$ cat src/verilog/tsp_parser_fix.sv
// Spare file: holds no logic.

$ cat src/verilog/tsp_pkg.sv
// Shared constants for the transport stream parser.
// Assumes a single 100 MHz system clock domain.
package tsp_pkg;
  // ----------------------------------------------------------------
  // Timing
  // ----------------------------------------------------------------
  localparam int CLK_NS = 10;
  localparam int BURST_KBPS = 72800;
  localparam int BYTE_NS = (8000000 + BURST_KBPS - 1) / BURST_KBPS;
  localparam int BYTE_GAP_CYC = (BYTE_NS + CLK_NS - 1) / CLK_NS;
  // ----------------------------------------------------------------
  // Packet layout
  // ----------------------------------------------------------------
  localparam int PKT_LEN = 188;
  localparam int HDR_LEN = 4;
  localparam int IDX_ALEN = 4;
  localparam int IDX_PCR = 5;
  localparam int BIT_ADAPT = 5;
  localparam int BIT_PAYLOAD = 4;
  localparam int BIT_PCR = 4;
  localparam int PID_W = 13;
  localparam int CC_W = 4;
  localparam int KEY_W = 64;
  localparam int STC_W = 42;
  // ----------------------------------------------------------------
  // Link word layout after sampling
  // ----------------------------------------------------------------
  localparam int LNK_W = 11;
  localparam int LNK_CLK = 10;
  localparam int LNK_VAL = 9;
  localparam int LNK_SOP = 8;
  // ----------------------------------------------------------------
  // Types
  // ----------------------------------------------------------------
  typedef enum logic [1:0] {
    CLS_DISCARD = 2'h0,
    CLS_HOST = 2'h1,
    CLS_DATA = 2'h2
  } tsp_class_t;
  typedef enum logic [1:0] {
    ST_IDLE = 2'h0,
    ST_HDR = 2'h1,
    ST_BODY = 2'h2
  } tsp_state_t;
endpackage

$ cat src/verilog/tsp_byte_if.sv
// Byte strobe carrier between the link sampler and the parser core.
// Assumes both ends run on sys_clk.
`timescale 1ns/10ps
interface tsp_byte_if;
  logic stb;
  logic sop;
  logic [7:0] data;
  modport src (output stb, output sop, output data);
  modport snk (input stb, input sop, input data);
endinterface

$ cat src/verilog/tsp_link_rx.sv
// Link sampler: three-stage capture of the stream pins, byte strobes.
// Assumes data stays stable for four sys_clk cycles after each rise.
`timescale 1ns/10ps
module tsp_link_rx (
  input wire logic sys_clk,
  input wire logic rst_b,
  input wire logic ts_clk,
  input wire logic ts_valid,
  input wire logic ts_start,
  input wire logic [7:0] ts_data,
  tsp_byte_if.src bo
);
  typedef struct packed {
    logic [tsp_pkg::LNK_W-1:0] s1;
    logic [tsp_pkg::LNK_W-1:0] s2;
    logic [tsp_pkg::LNK_W-1:0] s3;
    logic lvl;
    logic stb;
    logic sop;
    logic [7:0] data;
  } tsp_rx_st_t;

  tsp_rx_st_t s_r, s_nxt;

  // ----------------------------------------------------------------
  // Edge finding
  // ----------------------------------------------------------------
  always_comb begin
    s_nxt = s_r;
    s_nxt.s1 = {ts_clk, ts_valid, ts_start, ts_data};
    s_nxt.s2 = s_r.s1;
    s_nxt.s3 = s_r.s2;
    s_nxt.stb = 1'b0;
    if (s_r.s2[tsp_pkg::LNK_CLK] == s_r.s3[tsp_pkg::LNK_CLK] &&
        s_r.s3[tsp_pkg::LNK_CLK] != s_r.lvl) begin
      s_nxt.lvl = s_r.s3[tsp_pkg::LNK_CLK];
      if (s_r.s3[tsp_pkg::LNK_CLK] && s_r.s3[tsp_pkg::LNK_VAL]) begin
        s_nxt.stb = 1'b1;
        s_nxt.sop = s_r.s3[tsp_pkg::LNK_SOP];
        s_nxt.data = s_r.s3[7:0];
      end
    end
  end

  always_ff @(posedge sys_clk or negedge rst_b) begin
    if (!rst_b) begin
      s_r <= '0;
    end else begin
      s_r <= s_nxt;
    end
  end

  assign bo.stb = s_r.stb;
  assign bo.sop = s_r.sop;
  assign bo.data = s_r.data;
endmodule

$ cat src/verilog/tsp_sd_dac.sv
// First-order sigma-delta modulator for the oscillator control level.
// Assumes the level is held steady by the host between updates.
`timescale 1ns/10ps
module tsp_sd_dac #(
  parameter int DIV = 4
) (
  input wire logic sys_clk,
  input wire logic rst_b,
  input wire logic [7:0] level,
  output logic dac_out
);
  localparam int DW = $clog2(DIV + 1);

  typedef struct packed {
    logic [DW-1:0] cnt;
    logic [7:0] acc;
    logic out;
  } tsp_dac_st_t;

  tsp_dac_st_t s_r, s_nxt;
  logic [8:0] sum;

  initial begin
    if (DIV < 1) $error("DIV must be at least 1");
  end

  // ----------------------------------------------------------------
  // Modulator
  // ----------------------------------------------------------------
  always_comb begin
    s_nxt = s_r;
    sum = {1'b0, s_r.acc} + {1'b0, level};
    if (s_r.cnt == '0) begin
      s_nxt.cnt = DW'(DIV - 1);
      s_nxt.acc = sum[7:0];
      s_nxt.out = sum[8];
    end else begin
      s_nxt.cnt = s_r.cnt - 1'b1;
    end
  end

  always_ff @(posedge sys_clk or negedge rst_b) begin
    if (!rst_b) begin
      s_r <= '0;
    end else begin
      s_r <= s_nxt;
    end
  end

  assign dac_out = s_r.out;
endmodule

$ cat src/verilog/tsp_parser.sv
// Transport packet parser core: classify, forward, time-stamp, check.
// Assumes the host loads the slot and key tables before traffic starts.
//
// Behaviour
// - Accept bytes at bursts to 72.8 Mbit/s, 60 Mbit/s average per packet.
// - Classify each packet by identifier: discard, host processing, plain data.
// - Forward every packet that is not discarded toward data RAM.
// - Switch descrambling per packet from slot setting and scrambling bits.
// - Hold keys in a local table; host loads and manages them.
// - Move packet bytes outward as DMA strobes, no processor copies.
// - Raise the interrupt once a kept packet's transfer has finished.
// - Tag each stored packet as host class or pure data class.
// - Mark header bytes so the traffic side can drop them and repack.
// - Latch the system clock at arrival of any packet carrying a PCR.
// - Provide an 8-bit sigma-delta output for the external oscillator.
// - Detect lost packets and report each loss.
// - Interrupt is a fast request held until the host acknowledges.
`timescale 1ns/10ps
module tsp_parser #(
  parameter int SLOTS = 8,
  parameter int DAC_DIV = 4
) (
  input wire logic sys_clk,
  input wire logic rst_b,
  input wire logic ts_clk,
  input wire logic ts_valid,
  input wire logic ts_start,
  input wire logic [7:0] ts_data,
  input wire logic tbl_wr,
  input wire logic [$clog2(SLOTS)-1:0] tbl_idx,
  input wire logic [tsp_pkg::PID_W-1:0] tbl_pid,
  input wire logic [1:0] tbl_class,
  input wire logic tbl_descr,
  input wire logic key_wr,
  input wire logic [$clog2(SLOTS)-1:0] key_idx,
  input wire logic [tsp_pkg::KEY_W-1:0] key_data,
  input wire logic fiq_ack,
  input wire logic [7:0] dac_level,
  output logic dma_valid,
  output logic [7:0] dma_data,
  output logic dma_sop,
  output logic dma_eop,
  output logic dma_hdr,
  output logic [1:0] dma_class,
  output logic descr_en,
  output logic [tsp_pkg::KEY_W-1:0] descr_key,
  output logic fast_irq_req,
  output logic [tsp_pkg::STC_W-1:0] pcr_stamp,
  output logic pcr_valid,
  output logic lost,
  output logic [tsp_pkg::PID_W-1:0] lost_pid,
  output logic dac_out
);
  localparam int SW = $clog2(SLOTS);
  localparam int PW = tsp_pkg::PID_W;
  localparam int CW = tsp_pkg::CC_W;

  typedef struct packed {
    tsp_pkg::tsp_state_t st;
    logic [7:0] idx;
    logic [tsp_pkg::HDR_LEN-1:0][7:0] hdr;
    logic [2:0] rp;
    logic [SW-1:0] slot;
    tsp_pkg::tsp_class_t cls;
    logic pcr_arm;
    logic [tsp_pkg::STC_W-1:0] stc;
    logic [tsp_pkg::STC_W-1:0] arr;
    logic [SLOTS-1:0][PW-1:0] pid;
    logic [SLOTS-1:0][1:0] tcls;
    logic [SLOTS-1:0] tdsc;
    logic [SLOTS-1:0][CW-1:0] cc;
    logic [SLOTS-1:0] ccv;
    logic [SLOTS-1:0][tsp_pkg::KEY_W-1:0] key;
    logic dma_valid;
    logic [7:0] dma_data;
    logic dma_sop;
    logic dma_eop;
    logic dma_hdr;
    logic descr_en;
    logic [tsp_pkg::KEY_W-1:0] descr_key;
    logic irq;
    logic [tsp_pkg::STC_W-1:0] pcr_stamp;
    logic pcr_valid;
    logic lost;
    logic [PW-1:0] lost_pid;
  } tsp_par_st_t;

  tsp_par_st_t s_r, s_nxt;
  tsp_byte_if bs ();

  initial begin
    if (SLOTS < 2 || (1 << SW) != SLOTS) $error("SLOTS: power of two >= 2");
    if (tsp_pkg::HDR_LEN >= tsp_pkg::BYTE_GAP_CYC) $error("header replay");
  end

  // ----------------------------------------------------------------
  // Slot lookup
  // ----------------------------------------------------------------
  function automatic logic [SW:0] f_match(
    input logic [PW-1:0] p,
    input logic [SLOTS-1:0][PW-1:0] t,
    input logic [SLOTS-1:0][1:0] c
  );
    logic [SW:0] r;
    r = '0;
    for (int i = SLOTS - 1; i >= 0; i--) begin
      if (t[i] == p && c[i] != 2'(tsp_pkg::CLS_DISCARD)) begin
        r = {1'b1, SW'(i)};
      end
    end
    return r;
  endfunction

  tsp_link_rx u_rx (
    .sys_clk(sys_clk),
    .rst_b(rst_b),
    .ts_clk(ts_clk),
    .ts_valid(ts_valid),
    .ts_start(ts_start),
    .ts_data(ts_data),
    .bo(bs.src)
  );

  tsp_sd_dac #(.DIV(DAC_DIV)) u_dac (
    .sys_clk(sys_clk),
    .rst_b(rst_b),
    .level(dac_level),
    .dac_out(dac_out)
  );

  // ----------------------------------------------------------------
  // Packet engine
  // ----------------------------------------------------------------
  always_comb begin
    logic [1:0] ri;
    logic [PW-1:0] p;
    logic [SW:0] m;
    logic [CW-1:0] cn;
    logic [CW-1:0] cl;
    ri = 2'(3'(tsp_pkg::HDR_LEN) - s_r.rp);
    p = {s_r.hdr[1][4:0], s_r.hdr[2]};
    m = f_match(p, s_r.pid, s_r.tcls);
    cn = bs.data[CW-1:0];
    cl = s_r.cc[m[SW-1:0]];
    s_nxt = s_r;
    s_nxt.dma_valid = 1'b0;
    s_nxt.dma_sop = 1'b0;
    s_nxt.dma_eop = 1'b0;
    s_nxt.dma_hdr = 1'b0;
    s_nxt.pcr_valid = 1'b0;
    s_nxt.lost = 1'b0;
    s_nxt.stc = s_r.stc + 1'b1;
    if (fiq_ack) begin
      s_nxt.irq = 1'b0;
    end
    if (tbl_wr) begin
      s_nxt.pid[tbl_idx] = tbl_pid;
      s_nxt.tcls[tbl_idx] = tbl_class;
      s_nxt.tdsc[tbl_idx] = tbl_descr;
      s_nxt.ccv[tbl_idx] = 1'b0;
    end
    if (key_wr) begin
      s_nxt.key[key_idx] = key_data;
    end
    if (s_r.rp != 3'h0) begin
      s_nxt.dma_valid = 1'b1;
      s_nxt.dma_data = s_r.hdr[ri];
      s_nxt.dma_sop = s_r.rp == 3'(tsp_pkg::HDR_LEN);
      s_nxt.dma_hdr = 1'b1;
      s_nxt.rp = s_r.rp - 1'b1;
    end
    if (bs.stb && bs.sop) begin
      s_nxt.hdr[0] = bs.data;
      s_nxt.idx = 8'h01;
      s_nxt.st = tsp_pkg::ST_HDR;
      s_nxt.arr = s_r.stc;
      s_nxt.descr_en = 1'b0;
      s_nxt.pcr_arm = 1'b0;
    end else if (bs.stb) begin
      unique case (s_r.st)
        tsp_pkg::ST_IDLE: begin
          s_nxt.st = tsp_pkg::ST_IDLE;
        end
        tsp_pkg::ST_HDR: begin
          s_nxt.hdr[s_r.idx[1:0]] = bs.data;
          s_nxt.idx = s_r.idx + 1'b1;
          if (s_r.idx == 8'(tsp_pkg::HDR_LEN - 1)) begin
            s_nxt.st = tsp_pkg::ST_BODY;
            s_nxt.slot = m[SW-1:0];
            s_nxt.cls = m[SW] ? tsp_pkg::tsp_class_t'(s_r.tcls[m[SW-1:0]])
                              : tsp_pkg::CLS_DISCARD;
            if (m[SW]) begin
              s_nxt.rp = 3'(tsp_pkg::HDR_LEN);
              s_nxt.descr_en = s_r.tdsc[m[SW-1:0]] &&
                               bs.data[7:6] != 2'h0;
              s_nxt.descr_key = s_r.key[m[SW-1:0]];
              if (bs.data[tsp_pkg::BIT_PAYLOAD]) begin
                s_nxt.cc[m[SW-1:0]] = cn;
                s_nxt.ccv[m[SW-1:0]] = 1'b1;
                if (s_r.ccv[m[SW-1:0]] && cn != cl &&
                    cn != cl + 1'b1) begin
                  s_nxt.lost = 1'b1;
                  s_nxt.lost_pid = p;
                end
              end
            end
          end
        end
        tsp_pkg::ST_BODY: begin
          if (s_r.cls != tsp_pkg::CLS_DISCARD) begin
            s_nxt.dma_valid = 1'b1;
            s_nxt.dma_data = bs.data;
          end
          if (s_r.idx == 8'(tsp_pkg::IDX_ALEN)) begin
            s_nxt.pcr_arm = s_r.hdr[3][tsp_pkg::BIT_ADAPT] &&
                            bs.data != 8'h00;
          end
          if (s_r.idx == 8'(tsp_pkg::IDX_PCR) && s_r.pcr_arm &&
              bs.data[tsp_pkg::BIT_PCR]) begin
            s_nxt.pcr_stamp = s_r.arr;
            s_nxt.pcr_valid = 1'b1;
          end
          s_nxt.idx = s_r.idx + 1'b1;
          if (s_r.idx == 8'(tsp_pkg::PKT_LEN - 1)) begin
            s_nxt.st = tsp_pkg::ST_IDLE;
            s_nxt.descr_en = 1'b0;
            if (s_r.cls != tsp_pkg::CLS_DISCARD) begin
              s_nxt.dma_eop = 1'b1;
              s_nxt.irq = 1'b1;
            end
          end
        end
        default: begin
          s_nxt.st = tsp_pkg::ST_IDLE;
        end
      endcase
    end
  end

  always_ff @(posedge sys_clk or negedge rst_b) begin
    if (!rst_b) begin
      s_r <= '0;
    end else begin
      s_r <= s_nxt;
    end
  end

  // ----------------------------------------------------------------
  // Outputs
  // ----------------------------------------------------------------
  assign dma_valid = s_r.dma_valid;
  assign dma_data = s_r.dma_data;
  assign dma_sop = s_r.dma_sop;
  assign dma_eop = s_r.dma_eop;
  assign dma_hdr = s_r.dma_hdr;
  assign dma_class = s_r.cls;
  assign descr_en = s_r.descr_en;
  assign descr_key = s_r.descr_key;
  assign fast_irq_req = s_r.irq;
  assign pcr_stamp = s_r.pcr_stamp;
  assign pcr_valid = s_r.pcr_valid;
  assign lost = s_r.lost;
  assign lost_pid = s_r.lost_pid;

  logic m_hit_chk;
  assign m_hit_chk = f_match({s_r.hdr[1][4:0], s_r.hdr[2]}, s_r.pid,
                             s_r.tcls) >> SW != '0;
endmodule

$ cat config.mk
export PLATFORM = sky130hd
export DESIGN_NAME = tsp_parser
export DESIGN_NICKNAME = d
export VERILOG_FILES = /design/src/verilog/tsp_parser_fix.sv /design/src/verilog/tsp_pkg.sv /design/src/verilog/tsp_byte_if.sv /design/src/verilog/tsp_link_rx.sv /design/src/verilog/tsp_sd_dac.sv /design/src/verilog/tsp_parser.sv
export SDC_FILE = /design/constraint.sdc
export NUM_CORES = 2
export LEC_CHECK = 0
export ABC_CLOCK_PERIOD_IN_PS = 3880
export BUFFER_PORTS_ARGS = -buffer_cell sky130_fd_sc_hd__buf_2
export CAP_MARGIN = 10
export CELL_PAD_IN_SITES_DETAIL_PLACEMENT = 0
export CELL_PAD_IN_SITES_GLOBAL_PLACEMENT = 1
export CORE_UTILIZATION = 30
export DETAILED_ROUTE_END_ITERATION = 12
export PLACE_DENSITY = 0.6
export SETUP_SLACK_MARGIN = 0.1
export SLEW_MARGIN = 20
export SYNTH_ARGS = -nofsm -noshare
export SYNTH_HDL_FRONTEND = slang
export SYNTH_SLANG_ARGS = --single-unit
$ cat constraint.sdc
create_clock -name sys_clk -period 3.88 [get_ports sys_clk]
set_input_delay 0.388 -clock sys_clk [delete_from_list [all_inputs] [get_ports sys_clk]]
set_output_delay 0.388 -clock sys_clk [all_outputs]
set_load 0.02 [all_outputs]
==> results.ini <==
[layout]
fin_util = 0.374
nFillCells = 14243
drive_gt1_frac = 0.395
final_nets = 4135
area_delta_synth_final_pct = 23.4
finalNonFillerCells = 6023
design_area_sq_um = 54500
regArea_sq_um = 25100
multiInputGateArea_sq_um = 17800

[clock_network]
cts_tree = yes
clock-root-buffer = clkbuf_16
htreeDepth = 3
clockBufferDepth = 3
clock_latency_ps = 740
clkTransAtPathRegs_ps = 60
cts_sinks = 1003
cts_made_buffers = 114

[placed_design]
gp_congestion = 0.885
io_buffers = 247
dp_slack_ps = -805
dp_hpwl_um = 86300
place_area_sq_um = 49200
post-place-cells = 5702

[run_status]
status = complete, but fails checks
violations = negative setup slack

[power_and_ir_drop]
irDropWorstVdd_mv = 0.435
clock_power_share = 0.372
p_comb_frac = 0.172
pwr-share-seq = 0.456
power.density_nw_per_um2 = 533
p_total_mw = 29.1
p_sw_mw = 7.86
intPower_mw = 21.2
p_sw_frac = 0.270
p_leak_nw = 25.2

[logic_synthesis]
synth_edf_count = 0
async_flop_share = 1.00
synth_nets = 3673
netlist_area_sq_um = 44200
ys_seq_area_frac = 0.568
ys_types = 72
synth_top_flop_cell = dfrtp_1
ys_warn_count = 0
ys_ff_latch = 1003
syn_inst = 3542
synth.avg_cell_area_sq_um = 12.5

[global_routing]
grt_overflow = 0
grt_pass1_wl_um = 204000
antenna_found_initial = 16
grt_max_degree = 116
grt_pass1_vias = 30798
grt_usage = 0.183

[sta]
fmax_ghz = 0.231
fin_crit_sh = 1.11
final_hold_viol_count = 0
fin_crit_ps = 4320
relSlewSlack = 0.257
layout_setup_ws_ps = -444
tightestPinTransition_ps = 1110
setup_viol = 14
rsz0062_at_grt = true
finalClockSkew_ps = 24.1
drv_slew = 0

[min_path]
holdCritStartpoint = tbl_pid[2]
hp-class = input port to flip-flop

[worst_setup_path]
ff2ff_setup_slack_ps = -440
endpoint_kind = flip-flop
r2r-start = s_r[920]
start_kind = flip-flop
crit_type = flip-flop to flip-flop
cp_max_fo = 13
worstSetupStartpoint = s_r[920]
required_ps = 4500
worstPathArrival_ps = 4940

[die]
floorplan.initialDensity = 0.303
die_w_um = 386
die_y_um = 386
row_count = 140
die_area_sq_um = 149000
io_pins = 248
core-area_sq_um = 146000

[route]
drt_first_pass_iters = 5
antenna_left = 0
drc_errors = 0
finalWirelength_um = 136000
wire_per_inst_um = 22.5
num_vias = 29433
via_per_inst = 4.89
drt-initial-drc-count = 1885

[job]
cap_violations = 0

[power groups by stage]
| stage | clock network (mW) | logic, mW | registers, mW |
|---|---|---|---|
| 2_1_floorplan | 0 | 3.08 | 13.0 |
| 4_1_cts | 11.1 | 4.98 | 13.2 |
| 3_5_place_dp | 0 | 4.82 | 13.4 |
| 5_1_grt | 11.5 | 5.50 | 13.5 |
| 6_report | 10.8 | 4.99 | 13.3 |
| 3_3_place_gp | 0 | 4.73 | 13.4 |
[through the flow]
step                hold WS, ps  setup TNS (ps)
detailed placement          336          -30350
CTS                        3.67           -5730
finish                     61.8           -5760
global placement            333          -28770
floorplan                  92.4           -2860
global route               42.8           -7570
[path summary, 6_finish.rpt]
kind,to,depth (start not counted)
max,lost_pid[1],18
min reg2reg,u_rx.s_nxt[11],0
min in group asynchronous,lost_pid[1],2
min,s_r[765],3
max in group asynchronous,s_r[301],3
max reg2reg,lost_pid[1],18
[worst max-delay path, stage by stage, from the launching register on]
cell       delay (ps)
dfrtp_1           420
buf_6             180
xor2_2            150
or4_4             530
nor4_4            370
buf_4             180
buf_4             130
nor3_4             50
a222oi_1          260
mux2_4            250
o21ai_4            70
ha_1              300
xor2_1            210
nor2_1             60
nand3_1           130
a211oi_4           90
a2111oi_4         270
buf_12            200
mux2_2            340
[cells in the final DEF (no fill, tap or decap), types with 16 or more instances in the layout]
cell,netlist,routed
a22oi_1,58,58
a22o_1,17,17
xnor2_1,119,100
dlygate4sd3_1,0,82
clkbuf_8,0,22
xor2_1,43,41
a221oi_1,22,16
buf_2,17,246
dfrtp_1,1003,995
clkinv_2,0,17
a211oi_1,29,26
o22ai_1,40,40
a222oi_1,21,21
clkbuf_1,164,36
nand2_1,458,454
mux2i_1,70,69
ha_1,20,20
nand3_1,34,33
nor2_1,64,58
buf_4,130,280
a21o_1,16,16
o21ai_0,127,122
clkbuf_16,0,117
a21oi_1,80,72
xnor2_2,0,18
nand4_1,41,41
buf_12,0,39
mux2_2,744,744
inv_1,37,37
[what timing repair did]
item	in CTS	in global routing
gates resized for setup	47	63
hold buffers	82	0
pin swaps	4	16
endpoints found under the hold margin	592	0
endpoints found under the setup margin	111	89
gates cloned	3	2
buffers inserted	5	11
[per-layer routing]
metal,routed length [um],vias up,track usage
met5,138,-,0
met1,64400,15252,0.261
met2,61800,595,0.284
met3,6320,208,0.0350
met4,3140,22,0.0432
li1,-,13356,-
[cells in the mapped netlist (5+ instances only)]
cell type,number,share of area
a21o_1,16,0.0027
o21ai_0,127,0.014
and2_1,9,0.0013
nand3_1,34,0.0038
nor2b_1,5,0.00071
nand4b_1,9,0.0018
buf_4,130,0.022
a222oi_1,21,0.0048
mux2_2,744,0.19
buf_1,14,0.0012
nand2_1,458,0.039
o22ai_1,40,0.0057
ha_1,20,0.0057
nand4_1,41,0.0058
a21oi_1,80,0.0091
nor2_1,64,0.0054
nor3_1,18,0.0020
inv_1,37,0.0031
xnor2_1,119,0.024
a211oi_1,29,0.0049
mux2_1,11,0.0028
and3_1,16,0.0023
a22oi_1,58,0.0099
mux4_2,8,0.0041
a22o_1,17,0.0034
dfrtp_1,1003,0.57
xor2_1,43,0.0085
o211ai_1,9,0.0015
nor4_1,13,0.0018
mux2i_1,70,0.016
a221oi_1,22,0.0044
or4_1,5,0.00085
buf_2,17,0.0019
clkbuf_1,164,0.014
nand2b_1,8,0.0011
[area by class of cell]
type | count | share of cell area
diodes | 5 | 0.000229
clock buffers | 172 | 0.0603
clock inverters | 41 | 0.00862
inverters | 37 | 0.00255
multi-input cells | 2176 | 0.326
flip-flops and latches | 1003 | 0.460
well taps | 1917 | 0.0440
repair buffers | 672 | 0.0982
[state kept, by name (all words and copies together) (netlist names)]
| signal | count |
|---|---|
| dma_data | 8 |
| pcr_stamp | 42 |
| u_rx.bo.data | 8 |
| u_rx.bo.sop | 1 |
| descr_key | 64 |
| u_rx.s_nxt | 22 |
| pcr_valid | 1 |
| u_dac.dac_out | 1 |
| dma_sop | 1 |
| lost | 1 |
| descr_en | 1 |
| u_rx.s_r | 12 |
| u_dac.s_r | 11 |
| dma_class | 2 |
| fast_irq_req | 1 |
| dma_hdr | 1 |
| dma_eop | 1 |
| lost_pid | 13 |
| u_rx.bo.stb | 1 |
| s_r | 810 |
| dma_valid | 1 |
[logic make-up (layout without fill, tap and decap cells)]
kind of cell / after synthesis / count (layout) / synth area share
other cells: 0 / 5 / 0
xor+xnor: 162 / 162 / 0.0321
buf+inv: 363 / 922 / 0.0425
compound gates: 458 / 458 / 0.0686
flops: 1003 / 1003 / 0.568
fa+ha+maj: 22 / 22 / 0.00634
mux: 833 / 833 / 0.212
simple gates: 701 / 701 / 0.0702
No activity file was read; power rests on OpenSTA's default activity.
